[src/design/tx_pll_oc_defs.svh]
// Purpose: Offsets, field positions, reset values and counts for the PLL select / offset cancel block
// Assumes: Avalon-MM byte addresses, one 32-bit word per register
// Notes: Definitions only
`ifndef TX_PLL_OC_DEFS_SVH
`define TX_PLL_OC_DEFS_SVH

`define REG_CTRL 8'h00
`define REG_IMG_LEN 8'h04
`define REG_REFCLK_ID 8'h08
`define REG_STATUS 8'h0c
`define REG_OC_DONE 8'h10

`define CTRL_GO_BIT 0
`define CTRL_ERR_CLR_BIT 1

`define ST_BUSY_BIT 0
`define ST_OC_DONE_BIT 1
`define ST_IMG_BUSY_BIT 2
`define ST_REFCLK_ERR_BIT 3
`define ST_PLL_IDX_BIT 4
`define ST_OVR_USED_BIT 5

`define IMG_LEN_RST 6'h3b
`define REFCLK_ID_RST 4'h1
`define REFCLK_ID_MIN 4'h1
`define REFCLK_ID_MAX 4'ha

`define PLL_IDX_WORD 6'h02
`define PLL_IDX_BIT 0

`endif

[src/design/tx_pll_oc_pkg.sv]
// Purpose: Types shared by the PLL select / offset cancel design
// Assumes: Nothing beyond SystemVerilog
// Notes: Constants live in tx_pll_oc_defs.svh
package tx_pll_oc_pkg;
  typedef enum logic [1:0] {TOP_POR, TOP_OC, TOP_IDLE, TOP_IMG} top_state_t;
  typedef enum logic [2:0] {CH_IDLE, CH_ISOLATE, CH_CAL_BUF, CH_CAL_CDR, CH_RESTORE,
                            CH_DONE} chan_state_t;
endpackage

[src/design/oc_channel.sv]
// Purpose: Offset cancellation sequencer for one receiver channel
// Assumes: cal_done_in comes from the analog side, asynchronous to clock_in
// Notes: A channel without a receiver reports done at once and drives nothing
`timescale 1ns/1ps
`default_nettype none
module oc_channel
  import tx_pll_oc_pkg::*;
#(
  parameter bit HAS_RX = 1'b1
) (
  input wire logic clock_in,
  input wire logic rst_in,
  input wire logic start_in,
  input wire logic cal_done_in,
  output logic rx_isolate_out,
  output logic cdr_div_force_out,
  output logic cal_buf_out,
  output logic cal_cdr_out,
  output logic done_out
);
  chan_state_t state_r, state_nxt;
  logic s1_r, s2_r, s3_r, filt_r, filt_nxt, filt_d_r;
  logic rise;

  // Change accepted only once stages two and three agree
  always_comb begin
    filt_nxt = (s2_r == s3_r) ? s3_r : filt_r;
  end

  assign rise = filt_r & ~filt_d_r;

  always_comb begin
    state_nxt = state_r;
    unique case (state_r)
      CH_IDLE: if (start_in) state_nxt = HAS_RX ? CH_ISOLATE : CH_DONE;
      CH_ISOLATE: state_nxt = CH_CAL_BUF;
      CH_CAL_BUF: if (rise) state_nxt = CH_CAL_CDR;
      CH_CAL_CDR: if (rise) state_nxt = CH_RESTORE;
      CH_RESTORE: state_nxt = CH_DONE;
      CH_DONE: state_nxt = CH_DONE;
      default: state_nxt = CH_IDLE;
    endcase
  end

  always_ff @(posedge clock_in) begin
    if (rst_in) begin
      state_r <= CH_IDLE;
      s1_r <= 1'b0;
      s2_r <= 1'b0;
      s3_r <= 1'b0;
      filt_r <= 1'b0;
      filt_d_r <= 1'b0;
    end else begin
      state_r <= state_nxt;
      s1_r <= cal_done_in;
      s2_r <= s1_r;
      s3_r <= s2_r;
      filt_r <= filt_nxt;
      filt_d_r <= filt_r;
    end
  end

  // Isolation and forced dividers span the whole calibration, released together
  assign rx_isolate_out = (state_r == CH_ISOLATE) || (state_r == CH_CAL_BUF) ||
                          (state_r == CH_CAL_CDR);
  assign cdr_div_force_out = rx_isolate_out;
  assign cal_buf_out = (state_r == CH_CAL_BUF);
  assign cal_cdr_out = (state_r == CH_CAL_CDR);
  assign done_out = (state_r == CH_DONE);
endmodule
`default_nettype wire

[src/design/tx_pll_select_offset_cancel.sv]
// Purpose: Power-up offset cancellation of all receivers and image writes with TX PLL select
// Assumes: Image memory answers image_addr_out with image_data_in one cycle later
// Notes: Registers over Avalon-MM with waitrequest; one clock, synchronous reset
// Contract
// - Override input present: use it when enable high or enable absent.
// - Use image-stored index when enable present and low, or override absent.
// - Override selected: replace stored PLL index bit in written image words.
// - Override touches only the TX PLL index bit, no receiver settings.
// - Reference clock ids run 1 to 10, consistent across images.
// - After power-up, offset cancel every attached receiver before reconfiguration.
// - Cancellation starts by isolating receiver input pins from data path.
// - Force clock recovery onto fixed dividers during cancellation.
// - Step through states, calibrating input buffer then clock recovery.
// - Restore user divider settings after cancellation finishes.
// - Cancellation for receive-only and duplex channels, none for transmit-only.
// - Identical cancellation control for regular and PMA-only channels.
// - Busy low first cycle, high second cycle, falls at cancellation end.
// - Whole-image write request, 16-bit data in, 6-bit word address out.
//
// Added by the designer: the placing of the registers and the Avalon-MM register port.
`timescale 1ns/1ps
`default_nettype none
`include "tx_pll_oc_defs.svh"
module tx_pll_select_offset_cancel
  import tx_pll_oc_pkg::*;
#(
  parameter int NUM_CH = 4,
  parameter logic [NUM_CH-1:0] CH_HAS_RX = '1,
  parameter bit SEL_PRESENT = 1'b1,
  parameter bit SEL_EN_PRESENT = 1'b1
) (
  input wire logic clock_in,
  input wire logic rst_in,
  // Avalon-MM slave
  input wire logic [7:0] avs_address_in,
  input wire logic avs_read_in,
  input wire logic avs_write_in,
  input wire logic [31:0] avs_writedata_in,
  input wire logic [3:0] avs_byteenable_in,
  output logic [31:0] avs_readdata_out,
  output logic avs_waitrequest_out,
  // User side
  input wire logic write_all_in,
  input wire logic pll_sel_in,
  input wire logic pll_sel_en_in,
  input wire logic [15:0] image_data_in,
  output logic [5:0] image_addr_out,
  output logic busy_out,
  output logic reconfig_done_out,
  output logic tx_pll_index_out,
  output logic [3:0] refclk_id_out,
  // Channel side
  input wire logic [NUM_CH-1:0] cal_done_in,
  output logic [NUM_CH-1:0] rx_isolate_out,
  output logic [NUM_CH-1:0] cdr_div_force_out,
  output logic [NUM_CH-1:0] cal_buf_out,
  output logic [NUM_CH-1:0] cal_cdr_out,
  output logic chan_wr_en_out,
  output logic [5:0] chan_wr_addr_out,
  output logic [15:0] chan_wr_data_out
);
  logic [NUM_CH-1:0] ch_done;
  logic oc_start;
  logic all_done;

  // Regular and PMA-only channels share the same sequencer
  for (genvar i = 0; i < NUM_CH; i++) begin : g_ch
    oc_channel #(
      .HAS_RX(CH_HAS_RX[i])
    ) u_ch (
      .clock_in(clock_in),
      .rst_in(rst_in),
      .start_in(oc_start),
      .cal_done_in(cal_done_in[i]),
      .rx_isolate_out(rx_isolate_out[i]),
      .cdr_div_force_out(cdr_div_force_out[i]),
      .cal_buf_out(cal_buf_out[i]),
      .cal_cdr_out(cal_cdr_out[i]),
      .done_out(ch_done[i])
    );
  end

  // Channels without a receiver count as done at once
  assign all_done = &ch_done;

  // Bus slave: a request waits one cycle, then completes with registered data
  logic ack_r, ack_nxt;
  logic [31:0] rdata_r, rdata_nxt;
  logic [5:0] img_len_r, img_len_nxt;
  logic [3:0] refclk_id_r, refclk_id_nxt;
  logic refclk_err_r, refclk_err_nxt;
  logic go_r, go_nxt;
  logic bus_req, bus_wr;

  top_state_t state_r, state_nxt;
  logic [5:0] addr_r, addr_nxt;
  logic [5:0] len_r, len_nxt;
  logic issue_done_r, issue_done_nxt;
  logic wr_valid_r, wr_valid_nxt;
  logic [5:0] wr_addr_r, wr_addr_nxt;
  logic use_ovr_r, use_ovr_nxt;
  logic ovr_val_r, ovr_val_nxt;
  logic pll_idx_r, pll_idx_nxt;
  logic done_r, done_nxt;
  logic oc_done_r, oc_done_nxt;
  logic wen_r, wen_nxt;
  logic [5:0] waddr_r, waddr_nxt;
  logic [15:0] wdata_r, wdata_nxt;

  assign bus_req = avs_read_in | avs_write_in;
  assign bus_wr = avs_write_in & ack_r & avs_byteenable_in[0];
  assign avs_waitrequest_out = bus_req & ~ack_r;

  always_comb begin
    ack_nxt = bus_req & ~ack_r;
    rdata_nxt = rdata_r;
    img_len_nxt = img_len_r;
    refclk_id_nxt = refclk_id_r;
    refclk_err_nxt = refclk_err_r;
    go_nxt = 1'b0;
    if (avs_read_in && !ack_r) begin
      rdata_nxt = 32'h0000_0000;
      case (avs_address_in)
        `REG_IMG_LEN: rdata_nxt[5:0] = img_len_r;
        `REG_REFCLK_ID: rdata_nxt[3:0] = refclk_id_r;
        `REG_STATUS: begin
          // Snapshot taken in the request's first cycle
          rdata_nxt[`ST_BUSY_BIT] = busy_out;
          rdata_nxt[`ST_OC_DONE_BIT] = oc_done_r;
          rdata_nxt[`ST_IMG_BUSY_BIT] = (state_r == TOP_IMG);
          rdata_nxt[`ST_REFCLK_ERR_BIT] = refclk_err_r;
          rdata_nxt[`ST_PLL_IDX_BIT] = pll_idx_r;
          rdata_nxt[`ST_OVR_USED_BIT] = use_ovr_r;
        end
        `REG_OC_DONE: rdata_nxt[NUM_CH-1:0] = ch_done;
        default: rdata_nxt = 32'h0000_0000;
      endcase
    end
    if (bus_wr) begin
      case (avs_address_in)
        `REG_CTRL: begin
          go_nxt = avs_writedata_in[`CTRL_GO_BIT];
          if (avs_writedata_in[`CTRL_ERR_CLR_BIT]) refclk_err_nxt = 1'b0;
        end
        `REG_IMG_LEN: img_len_nxt = avs_writedata_in[5:0];
        `REG_REFCLK_ID: begin
          // Ids outside 1..10 are refused and flagged; set wins over a same-cycle clear
          if (avs_writedata_in[31:4] == 28'h0 &&
              avs_writedata_in[3:0] >= `REFCLK_ID_MIN &&
              avs_writedata_in[3:0] <= `REFCLK_ID_MAX) begin
            refclk_id_nxt = avs_writedata_in[3:0];
          end else begin
            refclk_err_nxt = 1'b1;
          end
        end
        default: ;
      endcase
    end
  end

  always_ff @(posedge clock_in) begin
    if (rst_in) begin
      ack_r <= 1'b0;
      rdata_r <= 32'h0000_0000;
      img_len_r <= `IMG_LEN_RST;
      refclk_id_r <= `REFCLK_ID_RST;
      refclk_err_r <= 1'b0;
      go_r <= 1'b0;
    end else begin
      ack_r <= ack_nxt;
      rdata_r <= rdata_nxt;
      img_len_r <= img_len_nxt;
      refclk_id_r <= refclk_id_nxt;
      refclk_err_r <= refclk_err_nxt;
      go_r <= go_nxt;
    end
  end

  assign avs_readdata_out = rdata_r;
  // Exported id is the last accepted value since reset, or the reset value 1 until one is accepted
  assign refclk_id_out = refclk_id_r;

  // Top sequencer and image writer
  always_comb begin
    state_nxt = state_r;
    addr_nxt = addr_r;
    len_nxt = len_r;
    issue_done_nxt = issue_done_r;
    wr_valid_nxt = 1'b0;
    wr_addr_nxt = addr_r;
    use_ovr_nxt = use_ovr_r;
    ovr_val_nxt = ovr_val_r;
    pll_idx_nxt = pll_idx_r;
    done_nxt = 1'b0;
    oc_done_nxt = oc_done_r;
    wen_nxt = wr_valid_r;
    waddr_nxt = wr_addr_r;
    wdata_nxt = wdata_r;
    oc_start = 1'b0;
    // Word k arrives one cycle after its address; only the index bit may change
    if (wr_valid_r) begin
      wdata_nxt = image_data_in;
      if (wr_addr_r == `PLL_IDX_WORD) begin
        if (use_ovr_r) begin
          wdata_nxt[`PLL_IDX_BIT] = ovr_val_r;
          pll_idx_nxt = ovr_val_r;
        end else begin
          pll_idx_nxt = image_data_in[`PLL_IDX_BIT];
        end
      end
    end
    unique case (state_r)
      TOP_POR: begin
        // Busy stays low for this first cycle
        oc_start = 1'b1;
        state_nxt = TOP_OC;
      end
      TOP_OC: begin
        // User power-down held off throughout is assumed
        if (all_done) begin
          oc_done_nxt = 1'b1;
          state_nxt = TOP_IDLE;
        end
      end
      TOP_IDLE: begin
        // Image writes are only accepted once cancellation is over
        if ((write_all_in || go_r) && img_len_r != 6'h00) begin
          // Selection latched at start; inputs held steady by user
          use_ovr_nxt = SEL_PRESENT && (!SEL_EN_PRESENT || pll_sel_en_in);
          ovr_val_nxt = SEL_PRESENT ? pll_sel_in : 1'b0;
          addr_nxt = 6'h00;
          // Latched so a length write during the image cannot cut or stretch it
          len_nxt = img_len_r;
          issue_done_nxt = 1'b0;
          state_nxt = TOP_IMG;
        end
      end
      TOP_IMG: begin
        // Addresses issue back to back; two pipeline stages drain after the last
        if (!issue_done_r) begin
          wr_valid_nxt = 1'b1;
          if (addr_r == len_r - 6'h01) begin
            issue_done_nxt = 1'b1;
          end else begin
            addr_nxt = addr_r + 6'h01;
          end
        end else if (!wr_valid_r) begin
          done_nxt = 1'b1;
          state_nxt = TOP_IDLE;
        end
      end
    endcase
  end

  always_ff @(posedge clock_in) begin
    if (rst_in) begin
      state_r <= TOP_POR;
      addr_r <= 6'h00;
      len_r <= 6'h00;
      issue_done_r <= 1'b0;
      wr_valid_r <= 1'b0;
      wr_addr_r <= 6'h00;
      use_ovr_r <= 1'b0;
      ovr_val_r <= 1'b0;
      pll_idx_r <= 1'b0;
      done_r <= 1'b0;
      oc_done_r <= 1'b0;
      wen_r <= 1'b0;
      waddr_r <= 6'h00;
      wdata_r <= 16'h0000;
    end else begin
      state_r <= state_nxt;
      addr_r <= addr_nxt;
      len_r <= len_nxt;
      issue_done_r <= issue_done_nxt;
      wr_valid_r <= wr_valid_nxt;
      wr_addr_r <= wr_addr_nxt;
      use_ovr_r <= use_ovr_nxt;
      ovr_val_r <= ovr_val_nxt;
      pll_idx_r <= pll_idx_nxt;
      done_r <= done_nxt;
      oc_done_r <= oc_done_nxt;
      wen_r <= wen_nxt;
      waddr_r <= waddr_nxt;
      wdata_r <= wdata_nxt;
    end
  end

  // One busy level covers cancellation and image writes
  assign busy_out = (state_r == TOP_OC) || (state_r == TOP_IMG);
  assign image_addr_out = addr_r;
  assign reconfig_done_out = done_r;
  // Index 0 selects block_pll_a, 1 selects block_pll_b
  assign tx_pll_index_out = pll_idx_r;
  // Registered so each merged word leaves together with its address
  assign chan_wr_en_out = wen_r;
  assign chan_wr_addr_out = waddr_r;
  assign chan_wr_data_out = wdata_r;
endmodule
`default_nettype wire

[config.mk]
export PLATFORM = sky130hd
export DESIGN_NAME = tx_pll_select_offset_cancel
export DESIGN_NICKNAME = d
export VERILOG_FILES = /design/src/design/tx_pll_oc_pkg.sv /design/src/design/oc_channel.sv /design/src/design/tx_pll_select_offset_cancel.sv
export VERILOG_INCLUDE_DIRS = /design/src /design/src/design
export SDC_FILE = /design/constraint.sdc
export NUM_CORES = 1
export LEC_CHECK = 0
export ABC_AREA = 1
export CAP_MARGIN = 20
export CELL_PAD_IN_SITES_DETAIL_PLACEMENT = 1
export CELL_PAD_IN_SITES_GLOBAL_PLACEMENT = 2
export CORE_UTILIZATION = 33
export CTS_BUF_LIST = sky130_fd_sc_hd__clkbuf_16
export DETAILED_ROUTE_END_ITERATION = 10
export DONT_BUFFER_PORTS = 1
export PLACE_DENSITY_LB_ADDON = 0.08
export SLEW_MARGIN = 10
export SYNTH_ARGS = -nofsm -noshare
export SYNTH_HDL_FRONTEND = slang
export SYNTH_HIERARCHICAL = 1
export SYNTH_SLANG_ARGS = --single-unit
[constraint.sdc]
create_clock -name clock_in -period 1.9 [get_ports clock_in]
set_input_delay 0.095 -clock clock_in [delete_from_list [all_inputs] [get_ports clock_in]]
set_output_delay 0.095 -clock clock_in [all_outputs]
set_load 0.02 [all_outputs]
==> flow_metrics.tcl <==
set metrics [dict create \
    insertion_delay_ns 0.35 \
    hpwlAfterDp_um 9080 \
    netlist-cell-type-count 39 \
    synthTopCellsByCount "nor2_1, nand2_1, dfxtp_1, inv_1, a21oi_1" \
    status "completed" \
    area_growth_pct 15.6 \
    io_pins 156 \
    fin_tns_setup_ns 0 \
    row_count 43 \
    cts_tree "built" \
    power_density_nw_per_um2 990 \
    vias_per_cell 4.66 \
    cts_sinks 101 \
    ys_warn_count 6 \
    rr_worst_depth 8 \
    arrival_ns 1.96 \
    synth_edf_count 0 \
    overflow 0 \
    cp-end-kind "flip-flop" \
    min_period_ns 1.71 \
    relSlewSlack 0.655 \
    io_buffer_count 0 \
    fmax_ghz 0.584 \
    path_class "reg -> reg" \
    yosysSeqAreaShare 0.431 \
    synth_flop_cell "dfxtp_1" \
    start_kind "flip-flop" \
    fin_skew_ns 0.0106 \
    synth-compound-area-share 0.111 \
    place_congestion 0.754 \
    final_layout_size_suffix_gt1_frac 0.101 \
    multiInputGateArea_sq_um 2160 \
    synth.most_common_cell "nor2_1" \
    synthCells 670 \
    peakVddDrop_uv 678 \
    cts-buffers-inserted 9 \
    post_cts_buffers 0 \
    setup_violations 0 \
    layout.nets 779 \
    routed_wl_um 12500 \
    setup_ws_ns 0.186 \
    htreeDepth 3 \
    worst_pin_slew_ns 0.516 \
    slew_viol_final 0 \
    grt_pass1_wl_um 20200 \
    synth_top_family_by_area "simple AND/OR/NAND/NOR gates" \
    vias 4151 \
    cap_violations 0 \
    slowest_delay_ns 0.36 \
    diodes 0 \
    syn-cell-area_sq_um 4690 \
    remaining_drc_errors 0 \
    dp_slack_ns 0.0583 \
    period_share 0.902 \
    synth_area_leader_cell "dfxtp_1" \
    core_area_sq_um 13900 \
    ys_ff_latch 101 \
    placed_cell_area_sq_um 4800 \
    ant_nets 0 \
    fillCellCount 1782 \
    rsz0062_at_grt "false" \
    final_cell_area_sq_um 5430 \
    synthSimpleGateAreaFrac 0.310 \
    hold_class "in -> reg" \
    seqCellArea_sq_um 2020 \
    yosys.area_share.adder 0.00533 \
    die_x_um 121 \
    whs_path_depth 2 \
    worstPathRequired_ns 2.14 \
    worstPathCellList "inv_2, ha_1, a21oi_2, o211ai_1, nor2_4, nand3_4, a21oi_1, nor2_1" \
    async_reset_ff_frac 0 \
    drtPass1Iterations 4 \
    initial_utilization 0.338 \
    yosysTopAreaCellShare 0.431 \
    crit_fanout 6 \
    wire_per_inst_um 14.0 \
    clock-root-buffer "clkbuf_16" \
    yosys-top-cells-area "dfxtp_1, nor2_1, nand2_1" \
    die_area_sq_um 14700 \
    hold_viol_final 0 \
    synth_xor_area_frac 0.00560 \
    antenna_found_initial 0 \
    grt_start_max_net_pins 60 \
    utilization 0.391 \
    clock_path_buffers 2 \
    track_usage 0.178 \
    avgSynthCellArea_sq_um 7.00 \
    clk_pin_slew_worst_paths_ns 0.07 \
    first_iter_violations 159 \
    finalNonFillerCells 891 \
    grt_pass1_vias 4171 \
    p_leak_uw 0.00235 \
    critPathSlowestCell "dfxtp_1" \
    synthMuxAreaShare 0 \
    fp.dieH_um 121 \
    dp_cells 843 \
]
==> through the flow <==
step,power (uW),hold slack [ns]
finish,5370,0.0152
CTS,5450,0.00659
detailed placement,3650,0.172
global placement,3610,0.172
floorplan,3580,0.161
global route,5690,0.0272
==> critical path: cells and delay by family, from the launching register on <==
kind	cells	cell delay, ns
AO/OA/AOI/OAI	3	0.43
buffers and inverters	1	0.07
flip-flops	1	0.36
AND/OR/NAND/NOR	3	0.41
adder cells (fa/ha/maj)	1	0.32
==> metal layers <==
| metal | wire length, um | track usage |
|---|---|---|
| met1 | 5960 | 0.228 |
| met2 | 5800 | 0.293 |
| met3 | 527 | 0.0367 |
| met4 | 211 | 0.0702 |
| met5 | 0 | 0 |
==> final cells by class <==
type	count	share of cell area
flip-flops and latches	101	0.373
inverters	87	0.0602
clock inverters	7	0.00738
multi-input cells	463	0.398
clock buffers	9	0.0415
repair buffers	44	0.0784
well taps	180	0.0415
==> power breakdown <==
group	leakage [uW]	total (uW)	internal, uW	switching [uW]
Combinational	0.00141	1260	332	924
Clock	0.000124	1710	878	828
Sequential	0.000819	2410	2240	173
Total	0.00235	5370	3450	1920
==> state kept, by name, summed over array words and instances (netlist names), 6 cells and up <==
signal             count
waddr_nxt              6
image_addr_out         6
chan_wr_data_out      16
chan_wr_addr_out       6
img_len_r              6
g_ch.u_ch/state_r     12
avs_readdata_out       6
len_r                  6
==> cell usage in the layout (no fill, tap or decap), types with 4 or more instances in the layout <==
cell type,count
a21oi_1,40
buf_4,13
clkbuf_16,9
clkinv_1,4
conb_1,26
dfxtp_1,101
dlygate4sd3_1,30
inv_1,77
inv_2,9
nand2_1,126
nand2_2,6
nand3_1,30
nand3_2,8
nand4_1,6
nor2_1,132
nor2_2,16
nor3_1,4
o211ai_1,9
o21ai_0,35
==> final timing paths <==
check	startpoint	endpoint	slack, ns
worst max register to register	len_r[0]	image_addr_out[2]	0.19
worst min register to register	g_ch[1].u_ch/s1_r	g_ch[1].u_ch/s2_r	0.40
worst min-delay path	pll_sel_en_in	use_ovr_r	0.02
worst max-delay path	len_r[0]	image_addr_out[2]	0.19
==> cell families (layout without fill, tap and decap cells) <==
logic type / Yosys count / in the layout
flops: 101 / 101
buf+inv: 132 / 147
fa+ha+maj: 2 / 2
other cells: 1 / 26
simple gates: 336 / 337
xor+xnor: 3 / 3
compound gates: 95 / 95
==> timing repair <==
action | CTS | global route
hold endpoints to repair | 83 | 0
endpoints found under the setup margin | 0 | 7
resized for setup | 0 | 5
hold buffers | 31 | 0
Power figures use the tool's default switching activity.
